## src/common/cc_attach_pkg.sv

```systemverilog
// Constants shared by the attach detector and its debouncer.
// Assumes one 25 MHz system clock and comparator outputs from analog pins.
package cc_attach_pkg;
    // System clock and time bases
    localparam int CLK_MHZ = 25;
    localparam int KEEPALIVE_PERIOD_NS = 50000;
    localparam int SAMPLE_CYCLES = KEEPALIVE_PERIOD_NS * CLK_MHZ / 1000;
    localparam int DEB_UNIT_US = 1600;
    localparam int DEB_UNIT_CYCLES = DEB_UNIT_US * CLK_MHZ;
    localparam int HS_OSC_MHZ = 48;
    // Field widths
    localparam int THR_W = 5;
    localparam int DEB_W = 8;
    localparam int LVL_W = 8;
    // Comparator control codes
    localparam logic [1:0] CMP_OFF = 2'h0;
    localparam logic [1:0] CMP_CC1 = 2'h1;
    localparam logic [1:0] CMP_CC2 = 2'h2;
    localparam logic [1:0] CMP_BOTH = 2'h3;
    // Pull-up advertisement codes
    localparam logic [1:0] RP_OFF = 2'h0;
    localparam logic [1:0] RP_DEFAULT = 2'h1;
    localparam logic [1:0] RP_1A5 = 2'h2;
    localparam logic [1:0] RP_3A0 = 2'h3;
    // Pull-down codes
    localparam logic [1:0] PD_NONE = 2'h0;
    localparam logic [1:0] PD_RD_TRIM = 2'h1;
    localparam logic [1:0] PD_RD_DB = 2'h2;
    localparam logic [1:0] PD_RA = 2'h3;
    // Flag positions in the flag vector
    localparam int FLG_CC_VALID = 0;
    localparam int FLG_CC1_CHG = 1;
    localparam int FLG_CC2_CHG = 2;
    localparam int FLG_VBUS_VALID = 3;
    localparam int FLG_VBUS_CHG = 4;
    localparam int FLG_W = 5;
    // Summary positions in the top enable
    localparam int SUM_CC = 0;
    localparam int SUM_PWR = 1;
    localparam int SUM_VBUS = 2;
    // Reset values
    localparam logic [1:0] CMP_RST = CMP_OFF;
    localparam logic [1:0] PD_RST = PD_RD_DB;
    localparam logic [1:0] RP_RST = RP_OFF;
    // Oscillator state
    typedef enum logic [1:0] {OSC_OFF = 2'b01, OSC_ON = 2'b10} osc_state_e;
endpackage : cc_attach_pkg

```

## src/rtl/thr_debouncer.sv

```systemverilog
// Per-threshold debouncer for one comparator channel.
// Assumes samples arrive on sample_stb and unit_tick paces the debounce time.
`timescale 1ns/100ps
module thr_debouncer
    import cc_attach_pkg::*;
#(
    parameter int W = THR_W
)
(
    // Clocking
    input wire logic clk_sys,
    input wire logic sys_rst,
    input wire logic clk_en,
    // Control
    input wire logic enable,
    input wire logic sample_stb,
    input wire logic unit_tick,
    input wire logic [DEB_W-1:0] deb_time,
    input wire logic [W-1:0] deb_mask,
    input wire logic [W-1:0] sample,
    // Results
    output logic [W-1:0] stable,
    output logic [W-1:0] changed,
    output logic first_done,
    output logic busy
);
    logic [W-1:0] stable_reg, stable_next, changed_next;
    logic [DEB_W-1:0] cnt_reg, cnt_next;
    logic first_reg, first_next, busy_reg, busy_next;
    logic [W-1:0] diff;

    // Only thresholds marked for debouncing may move the stable value
    always_comb
    begin
        diff = (sample ^ stable_reg) & deb_mask;
        stable_next = stable_reg;
        changed_next = '0;
        cnt_next = cnt_reg;
        first_next = first_reg;
        busy_next = busy_reg;
        if (!enable)
        begin
            cnt_next = '0;
            first_next = 1'b0;
            // Busy falls at the next sample slot, so the idle status is honest
            if (sample_stb)
                busy_next = 1'b0;
        end
        else if (sample_stb)
        begin
            busy_next = 1'b1;
            if (diff == '0)
            begin
                cnt_next = '0;
                first_next = 1'b1;
            end
            else if (cnt_reg >= deb_time)
            begin
                stable_next = stable_reg ^ diff;
                changed_next = diff;
                cnt_next = '0;
                first_next = 1'b1;
            end
        end
        else if (unit_tick && diff != '0 && cnt_reg != '1)
            cnt_next = cnt_reg + 1'b1;
    end

    always_ff @(posedge clk_sys)
    begin
        if (sys_rst)
        begin
            stable_reg <= '0;
            changed <= '0;
            cnt_reg <= '0;
            first_reg <= 1'b0;
            busy_reg <= 1'b0;
        end
        else if (clk_en)
        begin
            stable_reg <= stable_next;
            changed <= changed_next;
            cnt_reg <= cnt_next;
            first_reg <= first_next;
            busy_reg <= busy_next;
        end
    end

    assign stable = stable_reg;
    assign first_done = first_reg;
    assign busy = busy_reg;
endmodule : thr_debouncer

```

## src/rtl/cc_vbus_attach_detect.sv

```systemverilog
// Type-C attach and detach detector: CC and VBUS sampling, debounce, flags.
// Assumes synchronous host control bits on clk_sys and raw comparator pins.
`timescale 1ns/100ps
module cc_vbus_attach_detect
    import cc_attach_pkg::*;
#(
    parameter int UNIT_CYCLES = DEB_UNIT_CYCLES,
    parameter int N_THR = THR_W
)
(
    // Clock, reset, enable
    input wire logic clk_sys,
    input wire logic sys_rst,
    input wire logic clk_en,
    // Serial control port activity and clock control
    input wire logic host_access,
    input wire logic keepalive_only,
    // CC line control
    input wire logic [1:0] cc_comp_ctrl,
    input wire logic cc_debounce_en,
    input wire logic [1:0] cc1_pull_down,
    input wire logic [1:0] cc2_pull_down,
    input wire logic [1:0] cc1_pull_up,
    input wire logic [1:0] cc2_pull_up,
    input wire logic [1:0] cc_comm_select,
    input wire logic [DEB_W-1:0] cc_match_debounce_time,
    input wire logic [N_THR-1:0] cc1_threshold_debounce_enable,
    input wire logic [N_THR-1:0] cc2_threshold_debounce_enable,
    input wire logic [N_THR-1:0] cc1_threshold_sample_enable,
    input wire logic [N_THR-1:0] cc2_threshold_sample_enable,
    input wire logic [N_THR-1:0] cc1_threshold_irq_enable,
    input wire logic [N_THR-1:0] cc2_threshold_irq_enable,
    // VBUS control
    input wire logic [1:0] vbus_comp_ctrl,
    input wire logic vbus_debounce_en,
    input wire logic [DEB_W-1:0] vbus_debounce_time,
    input wire logic [LVL_W-1:0] vbus_level_low,
    input wire logic [LVL_W-1:0] vbus_level_high,
    input wire logic [1:0] vbus_threshold_irq_enable,
    // Interrupt enables and clears
    input wire logic [2:0] cc_irq_enable,
    input wire logic power_irq_enable,
    input wire logic [2:0] top_irq_enable,
    input wire logic [FLG_W-1:0] flag_clear,
    // Analog comparator outputs
    input wire logic [N_THR-1:0] cc_comp_raw,
    input wire logic [1:0] vbus_presence_comparator,
    // Analog front-end controls
    output logic [1:0] cc1_pd_sel,
    output logic [1:0] cc2_pd_sel,
    output logic [1:0] cc1_rp_sel,
    output logic [1:0] cc2_rp_sel,
    output logic [1:0] bb_cc_sel,
    output logic cc_mux_pin2,
    output logic cc_comp_on,
    output logic vbus_comp_on,
    output logic [LVL_W-1:0] vbus_dac_low,
    output logic [LVL_W-1:0] vbus_dac_high,
    output logic hs_osc_enable,
    // Status
    output logic cc_debouncer_busy,
    output logic vbus_debouncer_busy,
    output logic [N_THR-1:0] cc1_pin_match_state,
    output logic [N_THR-1:0] cc2_pin_match_state,
    output logic [N_THR-1:0] cc1_pin_change_status,
    output logic [N_THR-1:0] cc2_pin_change_status,
    output logic [1:0] state_a,
    output logic [1:0] vbus_change_status,
    output logic [FLG_W-1:0] irq_flags,
    output logic cc_summary_irq,
    output logic power_summary_irq,
    output logic vbus_summary_irq,
    output logic irq_n
);
    localparam int UNIT_W = $clog2(UNIT_CYCLES + 1);
    localparam int SMP_W = $clog2(SAMPLE_CYCLES + 1);
    localparam logic [UNIT_W-1:0] UNIT_LAST = UNIT_W'(UNIT_CYCLES - 1);
    localparam logic [SMP_W-1:0] SMP_LAST = SMP_W'(SAMPLE_CYCLES - 1);

    // Comparator pins come from the analog domain: two flops before use
    logic [N_THR-1:0] cc_meta_reg, cc_sync_reg;
    logic [1:0] vb_meta_reg, vb_sync_reg;
    always_ff @(posedge clk_sys)
    begin
        if (sys_rst)
        begin
            cc_meta_reg <= '0;
            cc_sync_reg <= '0;
            vb_meta_reg <= '0;
            vb_sync_reg <= '0;
        end
        else if (clk_en)
        begin
            cc_meta_reg <= cc_comp_raw;
            cc_sync_reg <= cc_meta_reg;
            vb_meta_reg <= vbus_presence_comparator;
            vb_sync_reg <= vb_meta_reg;
        end
    end

    // Time bases: keep-alive sample slot and debounce unit
    logic [SMP_W-1:0] smp_cnt_reg, smp_cnt_next;
    logic [UNIT_W-1:0] unit_cnt_reg, unit_cnt_next;
    logic smp_tick, unit_tick;
    always_comb
    begin
        smp_tick = (smp_cnt_reg == SMP_LAST);
        unit_tick = (unit_cnt_reg == UNIT_LAST);
        smp_cnt_next = smp_tick ? '0 : smp_cnt_reg + 1'b1;
        unit_cnt_next = unit_tick ? '0 : unit_cnt_reg + 1'b1;
    end

    // The slot counter ignores the fast oscillator state on purpose,
    // so sampling never stops in keep-alive mode
    always_ff @(posedge clk_sys)
    begin
        if (sys_rst)
        begin
            smp_cnt_reg <= '0;
            unit_cnt_reg <= '0;
        end
        else if (clk_en)
        begin
            smp_cnt_reg <= smp_cnt_next;
            unit_cnt_reg <= unit_cnt_next;
        end
    end

    // Fast oscillator control: wake on host access, sleep on request
    osc_state_e osc_reg, osc_next;
    always_comb
    begin
        osc_next = osc_reg;
        unique case (osc_reg)
            OSC_OFF: if (host_access) osc_next = OSC_ON;
            OSC_ON: if (keepalive_only && !host_access) osc_next = OSC_OFF;
        endcase
    end

    always_ff @(posedge clk_sys)
    begin
        if (sys_rst)
            osc_reg <= OSC_OFF;
        else if (clk_en)
            osc_reg <= osc_next;
    end

    // CC pin steering: alternate pins each slot when both are chosen
    logic pin2_reg, pin2_next;
    logic cc_on, vb_on, stb1, stb2;
    always_comb
    begin
        cc_on = (cc_comp_ctrl != CMP_OFF) && cc_debounce_en;
        vb_on = (vbus_comp_ctrl != CMP_OFF) && vbus_debounce_en;
        pin2_next = pin2_reg;
        if (smp_tick)
        begin
            unique case (cc_comp_ctrl)
                CMP_CC1: pin2_next = 1'b0;
                CMP_CC2: pin2_next = 1'b1;
                CMP_BOTH: pin2_next = !pin2_reg;
                CMP_OFF: pin2_next = pin2_reg;
            endcase
        end
        // Stopped debouncers strobe every slot so busy drops
        stb1 = smp_tick && (!pin2_reg || !cc_on || cc_comp_ctrl == CMP_CC2);
        stb2 = smp_tick && (pin2_reg || !cc_on || cc_comp_ctrl == CMP_CC1);
    end

    always_ff @(posedge clk_sys)
    begin
        if (sys_rst)
            pin2_reg <= 1'b0;
        else if (clk_en)
            pin2_reg <= pin2_next;
    end

    // Debouncers: sample enables mask what is seen, debounce enables
    // mask what may move
    logic [N_THR-1:0] st1, st2, ch1, ch2;
    logic [1:0] stv, chv;
    logic f1, f2, fv, b1, b2, bv;
    thr_debouncer #(.W(N_THR)) u_deb_cc1 (
        .clk_sys(clk_sys),
        .sys_rst(sys_rst),
        .clk_en(clk_en),
        .enable(cc_on && cc_comp_ctrl != CMP_CC2),
        .sample_stb(stb1),
        .unit_tick(unit_tick && !pin2_reg),
        .deb_time(cc_match_debounce_time),
        .deb_mask(cc1_threshold_debounce_enable),
        .sample(cc_sync_reg & cc1_threshold_sample_enable),
        .stable(st1),
        .changed(ch1),
        .first_done(f1),
        .busy(b1)
    );
    thr_debouncer #(.W(N_THR)) u_deb_cc2 (
        .clk_sys(clk_sys),
        .sys_rst(sys_rst),
        .clk_en(clk_en),
        .enable(cc_on && cc_comp_ctrl != CMP_CC1),
        .sample_stb(stb2),
        .unit_tick(unit_tick && pin2_reg),
        .deb_time(cc_match_debounce_time),
        .deb_mask(cc2_threshold_debounce_enable),
        .sample(cc_sync_reg & cc2_threshold_sample_enable),
        .stable(st2),
        .changed(ch2),
        .first_done(f2),
        .busy(b2)
    );
    thr_debouncer #(.W(2)) u_deb_vbus (
        .clk_sys(clk_sys),
        .sys_rst(sys_rst),
        .clk_en(clk_en),
        .enable(vb_on),
        .sample_stb(smp_tick),
        .unit_tick(unit_tick),
        .deb_time(vbus_debounce_time),
        .deb_mask(2'h3),
        .sample(vb_sync_reg),
        .stable(stv),
        .changed(chv),
        .first_done(fv),
        .busy(bv)
    );

    // Sticky flags and change status; a set in the clearing cycle wins
    logic [FLG_W-1:0] flag_reg, flag_next, flag_set;
    logic [N_THR-1:0] chg1_reg, chg1_next, chg2_reg, chg2_next;
    logic [1:0] chgv_reg, chgv_next;
    logic f1_d_reg, f2_d_reg, fv_d_reg;
    logic both_first;
    always_comb
    begin
        // Valid once every pin in use has its first result
        both_first = (f1 || cc_comp_ctrl == CMP_CC2) && (f2 || cc_comp_ctrl == CMP_CC1);
        flag_set = '0;
        flag_set[FLG_CC_VALID] = both_first && !(f1_d_reg && f2_d_reg) && cc_on;
        flag_set[FLG_CC1_CHG] = |(ch1 & cc1_threshold_irq_enable);
        flag_set[FLG_CC2_CHG] = |(ch2 & cc2_threshold_irq_enable);
        flag_set[FLG_VBUS_VALID] = fv && !fv_d_reg;
        flag_set[FLG_VBUS_CHG] = |(chv & vbus_threshold_irq_enable);
        flag_next = (flag_reg & ~flag_clear) | flag_set;
        chg1_next = flag_clear[FLG_CC1_CHG] ? ch1 : (chg1_reg | ch1);
        chg2_next = flag_clear[FLG_CC2_CHG] ? ch2 : (chg2_reg | ch2);
        chgv_next = flag_clear[FLG_VBUS_CHG] ? chv : (chgv_reg | chv);
    end

    always_ff @(posedge clk_sys)
    begin
        if (sys_rst)
        begin
            flag_reg <= '0;
            chg1_reg <= '0;
            chg2_reg <= '0;
            chgv_reg <= '0;
            f1_d_reg <= 1'b0;
            f2_d_reg <= 1'b0;
            fv_d_reg <= 1'b0;
        end
        else if (clk_en)
        begin
            flag_reg <= flag_next;
            chg1_reg <= chg1_next;
            chg2_reg <= chg2_next;
            chgv_reg <= chgv_next;
            f1_d_reg <= both_first;
            f2_d_reg <= both_first;
            fv_d_reg <= fv;
        end
    end

    // Summaries and the interrupt pin, all registered
    logic sum_cc, sum_pwr, sum_vb;
    always_comb
    begin
        sum_cc = |(flag_reg[FLG_CC2_CHG:FLG_CC_VALID] & cc_irq_enable);
        sum_pwr = flag_reg[FLG_VBUS_VALID] && power_irq_enable;
        sum_vb = flag_reg[FLG_VBUS_CHG];
    end

    // Output register group: pull, comm select and DAC controls mirror host fields
    always_ff @(posedge clk_sys)
    begin
        if (sys_rst)
        begin
            cc1_pd_sel <= PD_RST;
            cc2_pd_sel <= PD_RST;
            cc1_rp_sel <= RP_RST;
            cc2_rp_sel <= RP_RST;
            bb_cc_sel <= CMP_RST;
            cc_mux_pin2 <= 1'b0;
            cc_comp_on <= 1'b0;
            vbus_comp_on <= 1'b0;
            vbus_dac_low <= '0;
            vbus_dac_high <= '0;
            hs_osc_enable <= 1'b0;
            cc_debouncer_busy <= 1'b0;
            vbus_debouncer_busy <= 1'b0;
            cc1_pin_match_state <= '0;
            cc2_pin_match_state <= '0;
            cc1_pin_change_status <= '0;
            cc2_pin_change_status <= '0;
            state_a <= '0;
            vbus_change_status <= '0;
            irq_flags <= '0;
            cc_summary_irq <= 1'b0;
            power_summary_irq <= 1'b0;
            vbus_summary_irq <= 1'b0;
            irq_n <= 1'b1;
        end
        else if (clk_en)
        begin
            cc1_pd_sel <= cc1_pull_down;
            cc2_pd_sel <= cc2_pull_down;
            cc1_rp_sel <= cc1_pull_up;
            cc2_rp_sel <= cc2_pull_up;
            bb_cc_sel <= cc_comm_select;
            cc_mux_pin2 <= pin2_reg;
            cc_comp_on <= cc_comp_ctrl != CMP_OFF;
            vbus_comp_on <= vbus_comp_ctrl != CMP_OFF;
            vbus_dac_low <= vbus_level_low;
            vbus_dac_high <= vbus_level_high;
            hs_osc_enable <= osc_next == OSC_ON;
            cc_debouncer_busy <= b1 || b2;
            vbus_debouncer_busy <= bv;
            cc1_pin_match_state <= st1 & cc1_threshold_sample_enable;
            cc2_pin_match_state <= st2 & cc2_threshold_sample_enable;
            cc1_pin_change_status <= chg1_reg;
            cc2_pin_change_status <= chg2_reg;
            state_a <= stv;
            vbus_change_status <= chgv_reg;
            irq_flags <= flag_reg;
            cc_summary_irq <= sum_cc;
            power_summary_irq <= sum_pwr;
            vbus_summary_irq <= sum_vb;
            // Low while any enabled summary holds
            irq_n <= !((sum_cc && top_irq_enable[SUM_CC]) || (sum_pwr && top_irq_enable[SUM_PWR])
                || (sum_vb && top_irq_enable[SUM_VBUS]));
        end
    end
endmodule : cc_vbus_attach_detect

```

## config.mk

```make
export PLATFORM = sky130hd
export DESIGN_NAME = cc_vbus_attach_detect
export DESIGN_NICKNAME = d
export VERILOG_FILES = /design/src/common/cc_attach_pkg.sv /design/src/rtl/thr_debouncer.sv /design/src/rtl/cc_vbus_attach_detect.sv
export SDC_FILE = /design/constraint.sdc
export NUM_CORES = 1
export LEC_CHECK = 0
export BUFFER_PORTS_ARGS = -buffer_cell sky130_fd_sc_hd__buf_2
export CAP_MARGIN = 20
export CORE_ASPECT_RATIO = 0.8
export CORE_MARGIN = 4
export CORE_UTILIZATION = 36
export CTS_CLUSTER_DIAMETER = 100
export DETAILED_ROUTE_END_ITERATION = 12
export GPL_TIMING_DRIVEN = 0
export HOLD_SLACK_MARGIN = 0.06
export MAX_ROUTING_LAYER = met4
export SYNTH_ARGS = -nofsm -noshare
export SYNTH_HDL_FRONTEND = slang
export SYNTH_HIERARCHICAL = 1
export SYNTH_SLANG_ARGS = --single-unit
```

## constraint.sdc

```tcl
create_clock -name clk_sys -period 2.66 [get_ports clk_sys]
set_input_delay 0.266 -clock clk_sys [delete_from_list [all_inputs] [get_ports clk_sys]]
set_output_delay 0.266 -clock clk_sys [all_outputs]
set_load 0.1 [all_outputs]
```

==> results.json <==
{
  "status": "completed",
  "die_h_um": 146,
  "synthCells": 964,
  "yosysTopAreaCellShare": 0.421,
  "drc": 0,
  "area_delta_synth_final_pct": 25.5,
  "hp-start": "cc_comm_select[0]",
  "grt_max_degree": 19,
  "cts_tree": "done",
  "syn_avg_cell_area_um2": 8.94,
  "finalMaxSlewViolations": 0,
  "placed_cell_area_mm2": 0.00987,
  "yosys.area.top_type": "dfxtp_1",
  "fmax_mhz": 384,
  "finalSetupViolations": 0,
  "path_class": "flip-flop to flip-flop",
  "ff2ff_path_depth": 8,
  "hold_path_class": "primary input to flip-flop",
  "r2r_end": "u_deb_cc1/cnt_reg[7]",
  "die_x_um": 181,
  "synth_edf_count": 0,
  "crit_start": "unit_cnt_reg[0]",
  "yosysSeqAreaShare": 0.421,
  "antenna_left": 0,
  "r2r_start": "unit_cnt_reg[0]",
  "dp.cells": 1449,
  "largest_reg_flops": 16,
  "grt_pass1_vias": 7365,
  "place.gp.congestion": 0.877,
  "ff_latch_area_mm2": 0.00362,
  "grt_setup_unrepaired": "true",
  "drive_gt1_frac": 0.209,
  "post-route-period-util": 0.980,
  "grt_pass1_wl_um": 40200,
  "p_per_area_mw_per_mm2": 564,
  "synthFlopType": "dfxtp_1",
  "ys_top_cells_by_count": "181 x dfxtp_1, 155 x nor2_1, 74 x mux2i_1",
  "ys_warn_count": 6,
  "cts.clk_slew.worst_paths_ns": 0.07,
  "cts-root-buf": "clkbuf_16",
  "arrival_ns": 2.96,
  "grtUsageTotal": 0.193,
  "worstMarginPinSlew_ns": 0.689,
  "drt-wirelength-per-cell_um": 16.6,
  "hold-worst-slack_ns": 0.0750,
  "start_util": 0.367,
  "start_kind": "flip-flop",
  "wl_met2_um": 10900,
  "multi_input_area_mm2": 0.00474,
  "leakage_uw": 0.00467,
  "preCtsSetupSlack_ns": -0.290,
  "cts_buffer_depth": 2,
  "cts.sinks": 181,
  "routed_wl_um": 25100,
  "overflow": 0,
  "drtPass1Iterations": 5,
  "r2r_slack_ns": 0.05,
  "topRoutingLayerUsed": "met4",
  "placementRows": 50,
  "drt_first_iter_violations": 539,
  "synth_seq_cells": 181,
  "async_flop_share": 0,
  "hpwl_um": 19000,
  "netlist_top_cells_area": "dfxtp_1 42%, mux2i_1 8.6%, nor2_1 6.8%",
  "antenna_found_initial": 3,
  "portBuffers": 168,
  "wl_met1_um": 12200,
  "clkLatencyLatePin_ns": 0.44,
  "slew_headroom": 0.541,
  "min_delay_worst_endpoint": "bb_cc_sel[0]",
  "holdPathStages": 3,
  "vdd_ir_drop_max_mv": 0.493,
  "h-tree-depth": 4,
  "cts_made_buffers": 17,
  "routed-wl-met3_um": 1720,
  "yosysUniqueCellTypes": 68,
  "fin_skew_ns": 0.0101,
  "post-route-min-period_ns": 2.61,
  "cp_max_fo": 5,
  "cp-end-kind": "flip-flop",
  "nets": 1318,
  "via_count": 7697,
  "synth_area_mm2": 0.00862,
  "fill_cells": 2295,
  "hold_viol_final": 0,
  "core_area_mm2": 0.0235,
  "synth_most_common_cell": "dfxtp_1",
  "required_ns": 3.02,
  "cap_violations": 0,
  "pin_count": 169,
  "fin_cells": 1511,
  "finish.instance_area_mm2": 0.0108,
  "fin_ws_ns": 0.0535,
  "dieArea_mm2": 0.0265,
  "via_per_inst": 5.09,
  "final_core_util": 0.461
}
[timing repair]
| item | CTS | global route |
|---|---|---|
| hold buffers | 27 | 0 |
| endpoints found under the hold margin | 27 | 0 |
| endpoints found under the setup margin | 18 | 29 |
| setup buffers | 0 | 1 |
| pin swaps | 2 | 1 |
| resized for setup | 7 | 5 |
[cells by family (layout without fill, tap and decap cells)]
| group | count (synthesis) | in the layout | share of synthesized area |
|---|---|---|---|
| adder cells (fa/ha/maj) | 30 | 30 | 0.0436 |
| multiplexers | 74 | 74 | 0.0860 |
| AO/OA/AOI/OAI | 172 | 172 | 0.148 |
| XOR/XNOR | 35 | 35 | 0.0365 |
| buffers and inverters | 81 | 309 | 0.0380 |
| flip-flops | 181 | 181 | 0.421 |
| other | 1 | 8 | 0.000435 |
| AND/OR/NAND/NOR | 390 | 390 | 0.227 |
[through the flow]
stage | power, µW | setup TNS (ns)
6_report | 6100 | 0
5_1_grt | 6330 | -0.227
4_1_cts | 6160 | 0
3_5_place_dp | 3530 | -1.96
3_3_place_gp | 3520 | -1.63
2_1_floorplan | 3310 | 0
[metal layers]
metal	vias to the layer above	global-route usage
met5	-	-
met4	0	0.0364
met3	22	0.0508
met2	242	0.285
met1	3577	0.270
li1	3856	-
[cell type report]
class / count / area share
clock buffer: 19 / 0.0419
multi-input combinational: 707 / 0.438
timing repair buffer: 196 / 0.103
buffer: 37 / 0.0152
inverter: 44 / 0.0153
clock inverter: 13 / 0.0140
tap: 312 / 0.0361
sequential: 181 / 0.335
antenna: 2 / 0.000463
[worst max path at each step]
stage / end / slack [ns]
2_1_floorplan: u_deb_cc1/cnt_reg[0] / 0.51
3_3_place_gp: u_deb_vbus/cnt_reg[1] / -0.21
3_5_place_dp: u_deb_vbus/cnt_reg[1] / -0.29
4_1_cts: u_deb_vbus/cnt_reg[1] / 0.04
5_1_grt: u_deb_cc2/cnt_reg[7] / -0.06
6_report: u_deb_cc1/cnt_reg[7] / 0.05
[layout by cell type (no fill, tap or decap), drive strengths merged, types with 4 or more instances in the layout]
cell	n
dlygate4sd3	27
nand2b	28
o21ai	33
a21oi	42
a211oi	9
a31oi	8
a21o	8
o31ai	10
nor2b	15
o211ai	6
mux2i	74
or3	7
nand4	13
clkinv	4
nor4	10
xor2	20
inv	51
o21a	5
buf	185
ha	30
a21boi	4
and3	17
conb	6
nor3	14
dfxtp	181
clkbuf	40
xnor2	15
nand3b	4
nor2	155
a222oi	5
nand3	35
a22oi	20
and4	13
a32oi	11
nand2	50
and2	17
[worst max-delay path, cell delays in order (launching register included)]
cell and delay (ns):
dfxtp_1 0.40, ha_1 0.28, nand3_1 0.23, nor4_1 0.55, o31ai_1 0.23, a21o_2 0.27
nor3_2 0.13, nand2b_1 0.19, o31ai_1 0.25
[where the power goes]
part | switching [µW] | total (µW) | leakage, µW | internal, µW
logic | 492 | 710 | 0.00291 | 219
registers | 32.0 | 2790 | 0.00147 | 2760
clock network | 1210 | 2600 | 0.000296 | 1390
total | 1740 | 6100 | 0.00467 | 4370
Power figures use the tool's default switching activity.
